===== src/pkg/ccds_map.vh =====
// register map, trigger mode codes, reset values and timing counts
`ifndef CCDS_MAP_VH
`define CCDS_MAP_VH
`define CCDS_ADDR_CTRL    4'h0
`define CCDS_ADDR_EXPO    4'h4
`define CCDS_ADDR_ROI     4'h8
`define CCDS_ADDR_GEOM    4'hc
`define CCDS_ADDR_STAT    4'h0
`define CCDS_CTRL_RESET   32'h0000_0004
`define CCDS_EXPO_RESET   32'h0000_03e8
`define CCDS_ROI_RESET    32'h0000_0000
`define CCDS_GEOM_RESET   32'h0008_0008
`define CCDS_TRG_IGNORE   2'h0
`define CCDS_TRG_ONCE     2'h1
`define CCDS_TRG_PER      2'h2
`define CCDS_TRG_LEVEL    2'h3
`define CCDS_CLK_HZ       40000000
`define CCDS_SLOW_HZ      100000
`define CCDS_FAST_HZ      2000000
`define CCDS_SLOW_CYC     (`CCDS_CLK_HZ / `CCDS_SLOW_HZ)
`define CCDS_FAST_CYC     (`CCDS_CLK_HZ / `CCDS_FAST_HZ)
`define CCDS_BIAS_OFFSET  16'h0226
`define CCDS_FULL_SCALE   16'hffff
`define CCDS_VSHIFT_CYC   16'h0028
`define CCDS_SHUT_OPEN_CYC 16'h0010
`define CCDS_SHUT_CLOSE_CYC 16'h0010
`endif


===== src/ccds_pace.v =====
// down counter that paces one timed step of the sequencer
`timescale 1ns/10ps
module ccds_pace (
	input  wire        ref_clk, // system clock
	input  wire        rst,     // async reset, high
	input  wire        load,    // start a period
	input  wire [31:0] count,   // length in cycles, minus one
	output wire        done     // period finished
);
	reg [31:0] cnt_r; // remaining cycles

	// count down, hold at zero
	always @(posedge ref_clk or posedge rst) begin
		if (rst)
			cnt_r <= 32'h0;
		else if (load)
			cnt_r <= count;
		else if (cnt_r != 32'h0)
			cnt_r <= cnt_r - 32'h1;
	end
	// done ignores load: open, close, shift and pixel steps raise load from done, so no loop
	assign done = (cnt_r == 32'h0);
endmodule // ccds_pace


===== src/ccds_sequencer.v =====
// full-frame readout sequencer with an AXI4-Lite register slave
//
// Implementation choices: the placing of the registers and the AXI4-Lite register port.
`timescale 1ns/10ps
`include "ccds_map.vh"
module ccds_sequencer (
	input  wire        ref_clk,        // 40 MHz clock
	input  wire        rst,            // async reset, high
	input  wire [3:0]  s_axi_awaddr,   // write address
	input  wire        s_axi_awvalid,  // write address valid
	output reg         s_axi_awready,  // write address ready
	input  wire [31:0] s_axi_wdata,    // write data
	input  wire [3:0]  s_axi_wstrb,    // write strobes
	input  wire        s_axi_wvalid,   // write data valid
	output reg         s_axi_wready,   // write data ready
	output reg  [1:0]  s_axi_bresp,    // write response
	output reg         s_axi_bvalid,   // write response valid
	input  wire        s_axi_bready,   // write response ready
	input  wire [3:0]  s_axi_araddr,   // read address
	input  wire        s_axi_arvalid,  // read address valid
	output reg         s_axi_arready,  // read address ready
	output reg  [31:0] s_axi_rdata,    // read data
	output reg  [1:0]  s_axi_rresp,    // read response
	output reg         s_axi_rvalid,   // read data valid
	input  wire        s_axi_rready,   // read data ready
	input  wire        external_trigger_input, // trigger pin
	input  wire [15:0] adcData,        // raw conversion result
	output reg         vShift_r,       // vertical transfer pulse
	output reg         hShift_r,       // serial register step
	output reg         adcConvert_r,   // conversion strobe
	output reg         shutterOpen_r,  // shutter drive
	output reg         gainHigh_r,     // preamp gain select
	output reg  [15:0] pixData_r,      // corrected sample
	output reg         pixValid_r,     // sample strobe
	output reg         frameDone_r     // end of frame pulse
);
	// software registers
	reg [31:0] ctrl_r; // [0]start [1]fast [2]bias [3]gain [5:4]mode [6]fall
	reg [31:0] expo_r; // exposure cycles
	reg [31:0] roi_r;  // [15:0] first col, [31:16] col count
	reg [31:0] geom_r; // [15:0] columns, [31:16] rows
	// frame-latched settings
	reg        fast_r, bias_r;   // rate and correction for this frame
	reg [15:0] cols_r, rows_r;   // geometry this frame
	reg [15:0] roiLo_r, roiHi_r; // kept column window
	reg [1:0]  mode_r;           // trigger mode this frame
	// sequencer
	localparam ST_IDLE = 7'h01, ST_OPEN = 7'h02, ST_EXPO = 7'h04,
		ST_CLOSE = 7'h08, ST_VSH = 7'h10, ST_PIX = 7'h20, ST_DONE = 7'h40;
	reg [6:0]  state_r;        // one-hot state
	reg [15:0] row_r, col_r;   // position in the frame
	reg        refRow_r;       // reading the reference row
	reg [31:0] accum_r;        // reference row sum
	reg [15:0] biasAvg_r;      // reference row average
	reg        onceArmed_r;    // start-once sequence running
	reg        trigPrev_r;     // trigger history for edges
	reg        load;           // timer load
	reg [31:0] loadVal;        // timer length
	wire       tDone;          // timer finished
	wire       trigActive = ctrl_r[6] ? ~external_trigger_input
		: external_trigger_input;
	wire       trigEdge = ctrl_r[6] ? (trigPrev_r & ~external_trigger_input)
		: (~trigPrev_r & external_trigger_input);
	// timer runs load value plus one cycles, hence the minus one
	wire [31:0] pixCyc = (fast_r ? `CCDS_FAST_CYC : `CCDS_SLOW_CYC)
		- 32'h1;
	wire [16:0] sum = {1'b0, adcData} + {1'b0, `CCDS_BIAS_OFFSET};
	wire [16:0] sub = bias_r ? {1'b0, biasAvg_r} : 17'h0;
	wire [16:0] corr = sum - sub;
	// below zero clamps to zero, above full scale to full scale
	wire [15:0] clamped = (sum < sub) ? 16'h0
		: (corr[16] ? `CCDS_FULL_SCALE : corr[15:0]);
	wire [31:0] avgQ = (cols_r == 16'h0) ? 32'h0
		: (accum_r + {16'h0, adcData}) / {16'h0, cols_r};
	reg        capRef_r;       // pending conversion is a reference pixel
	reg        capKeep_r;      // pending conversion is a kept pixel
	reg        capLast_r;      // pending conversion ends the reference row
	wire       inRoi = (roi_r[31:16] == 16'h0) ||
		(col_r >= roiLo_r && col_r < roiHi_r);
	wire       lastCol = (col_r == cols_r - 16'h1);
	wire       lastRow = (row_r == rows_r - 16'h1);

	ccds_pace u_pace (
		.ref_clk (ref_clk),
		.rst     (rst),
		.load    (load),
		.count   (loadVal),
		.done    (tDone)
	);

	// bus slave: takes aw and w in either order, answers after both
	reg awHeld_r, wHeld_r; // channel captured
	reg [3:0]  awAddr_r;   // captured address
	reg [31:0] wData_r;    // captured data
	reg [3:0]  wStrb_r;    // captured strobes
	wire doWrite = awHeld_r & wHeld_r & ~s_axi_bvalid;
	always @(posedge ref_clk or posedge rst) begin
		if (rst) begin
			s_axi_awready <= 1'b1;
			s_axi_wready  <= 1'b1;
			s_axi_bvalid  <= 1'b0;
			s_axi_bresp   <= 2'h0;
			awHeld_r <= 1'b0;
			wHeld_r  <= 1'b0;
			awAddr_r <= 4'h0;
			wData_r  <= 32'h0;
			wStrb_r  <= 4'h0;
			ctrl_r <= `CCDS_CTRL_RESET;
			expo_r <= `CCDS_EXPO_RESET;
			roi_r  <= `CCDS_ROI_RESET;
			geom_r <= `CCDS_GEOM_RESET;
		end else begin
			if (s_axi_awvalid & s_axi_awready) begin
				awAddr_r <= s_axi_awaddr;
				awHeld_r <= 1'b1;
				s_axi_awready <= 1'b0;
			end
			if (s_axi_wvalid & s_axi_wready) begin
				wData_r <= s_axi_wdata;
				wStrb_r <= s_axi_wstrb;
				wHeld_r <= 1'b1;
				s_axi_wready <= 1'b0;
			end
			// start bit self-clears whenever the sequencer is idle; only the ignore mode starts a frame on it
			if (state_r == ST_IDLE && ctrl_r[0])
				ctrl_r[0] <= 1'b0;
			if (doWrite) begin
				awHeld_r <= 1'b0;
				wHeld_r  <= 1'b0;
				s_axi_bvalid <= 1'b1;
				s_axi_bresp  <= 2'h0;
				case (awAddr_r)
				`CCDS_ADDR_CTRL: if (wStrb_r[0]) ctrl_r[7:0] <= wData_r[7:0];
				`CCDS_ADDR_EXPO: expo_r <= wData_r;
				`CCDS_ADDR_ROI:  roi_r  <= wData_r;
				`CCDS_ADDR_GEOM: geom_r <= wData_r;
				default: s_axi_bresp <= 2'h2; // unmapped: slave error
				endcase
			end
			if (s_axi_bvalid & s_axi_bready) begin
				s_axi_bvalid  <= 1'b0;
				s_axi_awready <= 1'b1;
				s_axi_wready  <= 1'b1;
			end
		end
	end

	// read channel: one cycle after the address, held until rready
	always @(posedge ref_clk or posedge rst) begin
		if (rst) begin
			s_axi_arready <= 1'b1;
			s_axi_rvalid  <= 1'b0;
			s_axi_rdata   <= 32'h0;
			s_axi_rresp   <= 2'h0;
		end else if (s_axi_arvalid & s_axi_arready) begin
			s_axi_arready <= 1'b0;
			s_axi_rvalid  <= 1'b1;
			s_axi_rresp   <= 2'h0;
			case (s_axi_araddr)
			`CCDS_ADDR_STAT: s_axi_rdata <= {9'h0, state_r, biasAvg_r};
			`CCDS_ADDR_EXPO: s_axi_rdata <= expo_r;
			`CCDS_ADDR_ROI:  s_axi_rdata <= roi_r;
			`CCDS_ADDR_GEOM: s_axi_rdata <= geom_r;
			default: begin
				s_axi_rdata <= 32'h0;
				s_axi_rresp <= 2'h2;
			end
			endcase
		end else if (s_axi_rvalid & s_axi_rready) begin
			s_axi_rvalid  <= 1'b0;
			s_axi_arready <= 1'b1;
		end
	end

	// timer loads, decided from the current state
	always @* begin
		load = 1'b0;
		loadVal = 32'h0;
		case (state_r)
		ST_OPEN: if (tDone) begin
			load = 1'b1;
			loadVal = (expo_r == 32'h0) ? 32'h0 : expo_r - 32'h1;
		end
		ST_IDLE: begin
			load = 1'b1;
			loadVal = {16'h0, `CCDS_SHUT_OPEN_CYC - 16'h1};
		end
		ST_EXPO: if ((mode_r == `CCDS_TRG_LEVEL) ? ~trigActive : tDone) begin
			load = 1'b1;
			loadVal = {16'h0, `CCDS_SHUT_CLOSE_CYC - 16'h1};
		end
		ST_CLOSE: if (tDone) begin
			load = 1'b1;
			loadVal = {16'h0, `CCDS_VSHIFT_CYC - 16'h1};
		end
		ST_VSH: if (tDone) begin
			load = 1'b1;
			loadVal = pixCyc;
		end
		ST_PIX: if (tDone) begin
			load = 1'b1;
			loadVal = lastCol ? {16'h0, `CCDS_VSHIFT_CYC - 16'h1} : pixCyc;
		end
		default: begin
			load = 1'b0;
			loadVal = 32'h0;
		end
		endcase
	end

	// frame sequencer
	always @(posedge ref_clk or posedge rst) begin
		if (rst) begin
			state_r <= ST_IDLE;
			fast_r <= 1'b0; bias_r <= 1'b1;
			cols_r <= 16'h0; rows_r <= 16'h0;
			roiLo_r <= 16'h0; roiHi_r <= 16'h0;
			mode_r <= `CCDS_TRG_IGNORE;
			row_r <= 16'h0; col_r <= 16'h0;
			refRow_r <= 1'b0; accum_r <= 32'h0; biasAvg_r <= 16'h0;
			onceArmed_r <= 1'b0; trigPrev_r <= 1'b0;
			capRef_r <= 1'b0;
			capKeep_r <= 1'b0;
			capLast_r <= 1'b0;
			vShift_r <= 1'b0; hShift_r <= 1'b0; adcConvert_r <= 1'b0;
			shutterOpen_r <= 1'b0; gainHigh_r <= 1'b0;
			pixData_r <= 16'h0; pixValid_r <= 1'b0; frameDone_r <= 1'b0;
		end else begin
			trigPrev_r <= external_trigger_input;
			vShift_r <= 1'b0;
			hShift_r <= 1'b0;
			adcConvert_r <= 1'b0;
			pixValid_r <= 1'b0;
			frameDone_r <= 1'b0;
			case (state_r)
			ST_IDLE: begin
				// ignore: software start; once: first edge then free run
				if ((ctrl_r[5:4] == `CCDS_TRG_IGNORE && ctrl_r[0]) ||
					(ctrl_r[5:4] == `CCDS_TRG_ONCE &&
					 (onceArmed_r || trigEdge)) ||
					(ctrl_r[5:4] == `CCDS_TRG_PER && trigEdge) ||
					(ctrl_r[5:4] == `CCDS_TRG_LEVEL && trigActive)) begin
					fast_r <= ctrl_r[1];
					bias_r <= ctrl_r[2];
					gainHigh_r <= ctrl_r[3];
					mode_r <= ctrl_r[5:4];
					onceArmed_r <= (ctrl_r[5:4] == `CCDS_TRG_ONCE);
					cols_r <= geom_r[15:0];
					rows_r <= geom_r[31:16];
					roiLo_r <= roi_r[15:0];
					roiHi_r <= roi_r[15:0] + roi_r[31:16];
					shutterOpen_r <= 1'b1;
					state_r <= ST_OPEN;
				end
			end
			ST_OPEN: if (tDone) state_r <= ST_EXPO; // open compensation
			ST_EXPO: if (load) begin
				shutterOpen_r <= 1'b0;
				state_r <= ST_CLOSE;
			end
			ST_CLOSE: if (tDone) begin
				row_r <= 16'h0;
				refRow_r <= bias_r;
				accum_r <= 32'h0;
				vShift_r <= ~bias_r;
				state_r <= ST_VSH;
			end
			ST_VSH: if (tDone) begin
				col_r <= 16'h0;
				state_r <= ST_PIX;
			end
			ST_PIX: if (tDone) begin
				hShift_r <= 1'b1;
				adcConvert_r <= 1'b1;
				// note what this conversion is for; it lands next cycle
				capRef_r <= refRow_r;
				capKeep_r <= ~refRow_r & inRoi;
				capLast_r <= refRow_r & lastCol;
				col_r <= col_r + 16'h1;
				if (lastCol) begin
					if (refRow_r) begin
						refRow_r <= 1'b0;
						state_r <= ST_VSH;
					end else if (lastRow) begin
						state_r <= ST_DONE;
					end else begin
						row_r <= row_r + 16'h1;
						state_r <= ST_VSH;
					end
				end
			end
			// done waits for the final conversion to land
			ST_DONE: begin
				frameDone_r <= 1'b1;
				state_r <= ST_IDLE;
			end
			default: state_r <= ST_IDLE;
			endcase
			// the node holds the stepped pixel while the strobe stands
			if (adcConvert_r) begin
				if (capRef_r)
					accum_r <= accum_r + {16'h0, adcData};
				if (capLast_r)
					biasAvg_r <= avgQ[15:0];
				if (capKeep_r) begin
					pixValid_r <= 1'b1;
					pixData_r <= clamped;
				end
				// rows move only once the last pixel is digitized
				if (state_r == ST_VSH)
					vShift_r <= 1'b1;
			end
		end
	end
endmodule // ccds_sequencer


===== config.mk =====
export PLATFORM = sky130hd
export DESIGN_NAME = ccds_sequencer
export DESIGN_NICKNAME = d
export VERILOG_FILES = /design/src/ccds_pace.v /design/src/ccds_sequencer.v
export VERILOG_INCLUDE_DIRS = /design/src /design/src/pkg
export SDC_FILE = /design/constraint.sdc
export NUM_CORES = 2
export LEC_CHECK = 0
export BUFFER_PORTS_ARGS = -buffer_cell sky130_fd_sc_hd__clkbuf_2
export CORE_MARGIN = 1.5
export CORE_UTILIZATION = 59
export CTS_CLUSTER_SIZE = 14
export DETAILED_ROUTE_END_ITERATION = 10
export GPL_ROUTABILITY_DRIVEN = 1
export HOLD_SLACK_MARGIN = 0.12
export PLACE_DENSITY = 0.81
export SLEW_MARGIN = 0
export SYNTH_ARGS = -nofsm -noshare
export SYNTH_HDL_FRONTEND = slang
export SYNTH_HIERARCHICAL = 1
export SYNTH_SLANG_ARGS = --single-unit
export TNS_END_PERCENT = 20

===== constraint.sdc =====
create_clock -name ref_clk -period 95.9 [get_ports ref_clk]
set_input_delay 9.59 -clock ref_clk [delete_from_list [all_inputs] [get_ports ref_clk]]
set_output_delay 9.59 -clock ref_clk [all_outputs]
set_load 0.1 [all_outputs]

==> metrics.txt <==
GPL Wtd Cong 0.952; outcome finished, final reports clean; cell total after placement 6724; Synth area leader dfrtp_1; Vias/cell 6.48; largest family of logic cells by synthesized area compound AO/OA/AOI/OAI gates; vias in the first global route 42500; nets 6468; Non-Filler Instances 6917; worst setup path end biasAvg_r[0]; max-cap check violation count 0; Placed Area 48100 µm²; core box area 74200 µm²; syn_area_per_cell 8.07 µm²; Total GRT Usage 0.337; hold slack 0.478 ns; number of I/O pins 132; critical path's largest stage delay 0.89 ns; synth top area cells dfrtp_1 (22%), ha_1 (14%), mux2_2 (5.8%); layout cell share with drive strength beyond 1 0.222; RSZ-0062 raised after global routing yes; ANT nets after route 0; Hold Crit Class register to register; Final Cycle Share 0.972; CTS buffer count 42; Worst Setup SP adcData[0]; r2r endpoint biasAvg_r[0]; slew margin rel. 0.128; simple-gate area share of the yosys netlist 0.225; Synth Warn # 6; area share of the largest cell type after synthesis 0.217; number of flops mapped to enable cells by yosys 0; clock-pin slew on the worst setup and hold paths 0.05 ns; Cells after Synth 5470; CTS tree done; Synth-to-Final Area Change 17.8%; DR iter-0 viols 3366; fmax 10.7 MHz; Post-Synth Adder-Cell Area 0.138; Arrival @ worst endpoint 93.63 ns; gr ovfl total 0; die height 277 µm; Startpoint Class input port; cts hold-fix bufs 0; Synth cell types 123; initial antenna violation count 12; pin count of the biggest net entering global routing 135; Compound-Gate Fraction of Synth Area 0.245; setup ws final 2.68 ns; RR Startpoint accum_r[0]; r2r worst-path depth 444; HPWL after DPL 101 mm; flop2flop setup slack 11.44 ns; DIE WIDTH 277 µm; post-route cell area 52000 µm²; final setup vio count 0; routed vias 44900; max-slew violations 0; Synth Flop Type dfrtp_1; post-synthesis xor/xnor area fraction 0.0681; Rows 100; post-place setup slack -1.31 ns; first-pass GRT wire length 214 mm; CP Class input port to register; total wire length 138 mm; Root Driver clkbuf_16; mux share of post-synthesis cell area 0.0678; initial core utilization 0.595; Netlist Area Pre-Place 44100 µm²; Yosys reg bits 396; die area 76500 µm²; DRC viols 0; Seq/Total Area, Yosys 0.225; # port buffers 126; asr flop ratio synth 1.00; CTS H-tree lvls 2; Clock Latency Late Sink 0.60 ns; diode count 0; final worst path period need 93.22 ns; Setup crit end kind register; worst-path fanout max 14; highest-delay cell along the critical path nor4_1; Slew @ Worst Pin 1.31 ns; CP most frequent cell o21a_1; Avg WL per Cell 19.9 µm; Final Hold Violating Endpoints 0; first-pass detailed-route iteration total 6; clock sink count 396; synth cell count leaders nand2_1 (624), ha_1 (481), nor2_1 (425), o21ai_0 (392), dfrtp_1 (382); most frequent cell after synthesis nand2_1; skew final 0.0374 ns; Req. time, crit path 96.30 ns; Max Buffers Root-to-Sink 3
## per-layer routing
layer	wire (µm)	vias to the layer above	global-route usage
met5	106	-	0
met4	6520	22	0.145
met3	9020	434	0.0461
met2	66700	1676	0.595
met1	55200	21600	0.407
li1	-	21100	-
## placed cells by master, fill, tap and decap left out, drive strengths merged, types with 16 or more instances in the layout
cell / count
nor4: 55
a221oi: 31
xor2: 138
or3: 46
nor3: 264
nor2b: 52
a21o: 99
a211oi: 35
inv: 170
mux2i: 35
nand3: 135
or2: 81
nand2b: 64
o211ai: 54
mux2: 234
and3: 48
a21oi: 336
o21bai: 28
and4: 16
and2: 51
nand4: 56
a21boi: 18
ha: 481
a2111oi: 17
a31oi: 55
xnor2: 205
nor2: 429
clkbuf: 182
dfrtp: 382
o21ai: 419
o31ai: 123
o21a: 211
buf: 456
nand2: 625
or4: 17
a22o: 41
## per-stage QoR
step                setup TNS [ns]  utilization
global route                 -1.77        0.701
detailed placement           -1.31        0.649
CTS                              0        0.670
floorplan                        0            -
finish                           0        0.701
global placement                 0        0.649
## critical path, delay by kind of cell
kind	cells	cell delay (ns)
AO/OA/AOI/OAI	280	51.39
AND/OR/NAND/NOR	103	17.78
adder cells (fa/ha/maj)	32	9.43
multiplexers	5	1.63
buffers and inverters	25	3.68
## state kept, by name, indices dropped and copies added (netlist names), 7 cells and up
register	cells
pixData_r	16
row_r	16
wData_r	32
rows_r	16
accum_r	32
roiHi_r	16
roi_r	32
col_r	16
roiLo_r	16
s_axi_rdata	32
u_pace/cnt_r	32
cols_r	16
biasAvg_r	16
geom_r	32
ctrl_r	7
expo_r	32
state_r	7
## cell type report
cell class / count / area, µm²
clock buffer: 56 / 1150
clock inverter: 20 / 338
fill: 5749 / 22200
inverter: 168 / 641
multi-input combinational: 4726 / 34500
sequential: 396 / 9930
tap: 969 / 1210
timing repair buffer: 582 / 4180
## cell families after synthesis
logic type | after synthesis
compound gates | 1616
xor+xnor | 343
fa+ha+maj | 484
buf+inv | 352
flops | 396
mux | 269
other cells | 1
simple gates | 2009
## timing repair
action	CTS	global route
pin swaps	4	155
buffers inserted	5	108
endpoints found under the hold margin	0	0
gates resized for setup	19	300
endpoints found under the setup margin	1	2
gates cloned	0	4
## worst min-delay path by stage
stage / startpoint / endpoint / slack, ns / cells past startpoint
after global routing: ctrl_r[2] / bias_r / 0.49 / 2
final: pixData_r[8] / pixData_r[8] / 0.48 / 2
after floorplan: ctrl_r[2] / bias_r / 0.43 / 2
after detailed placement: roiHi_r[0] / roiHi_r[0] / 0.47 / 2
after global placement: ctrl_r[2] / bias_r / 0.45 / 2
after CTS: ctrl_r[2] / bias_r / 0.48 / 2
Power is left out: the tool's default activity adds up to more than one toggle a clock period on the data nets, which glitch-free logic cannot reach.
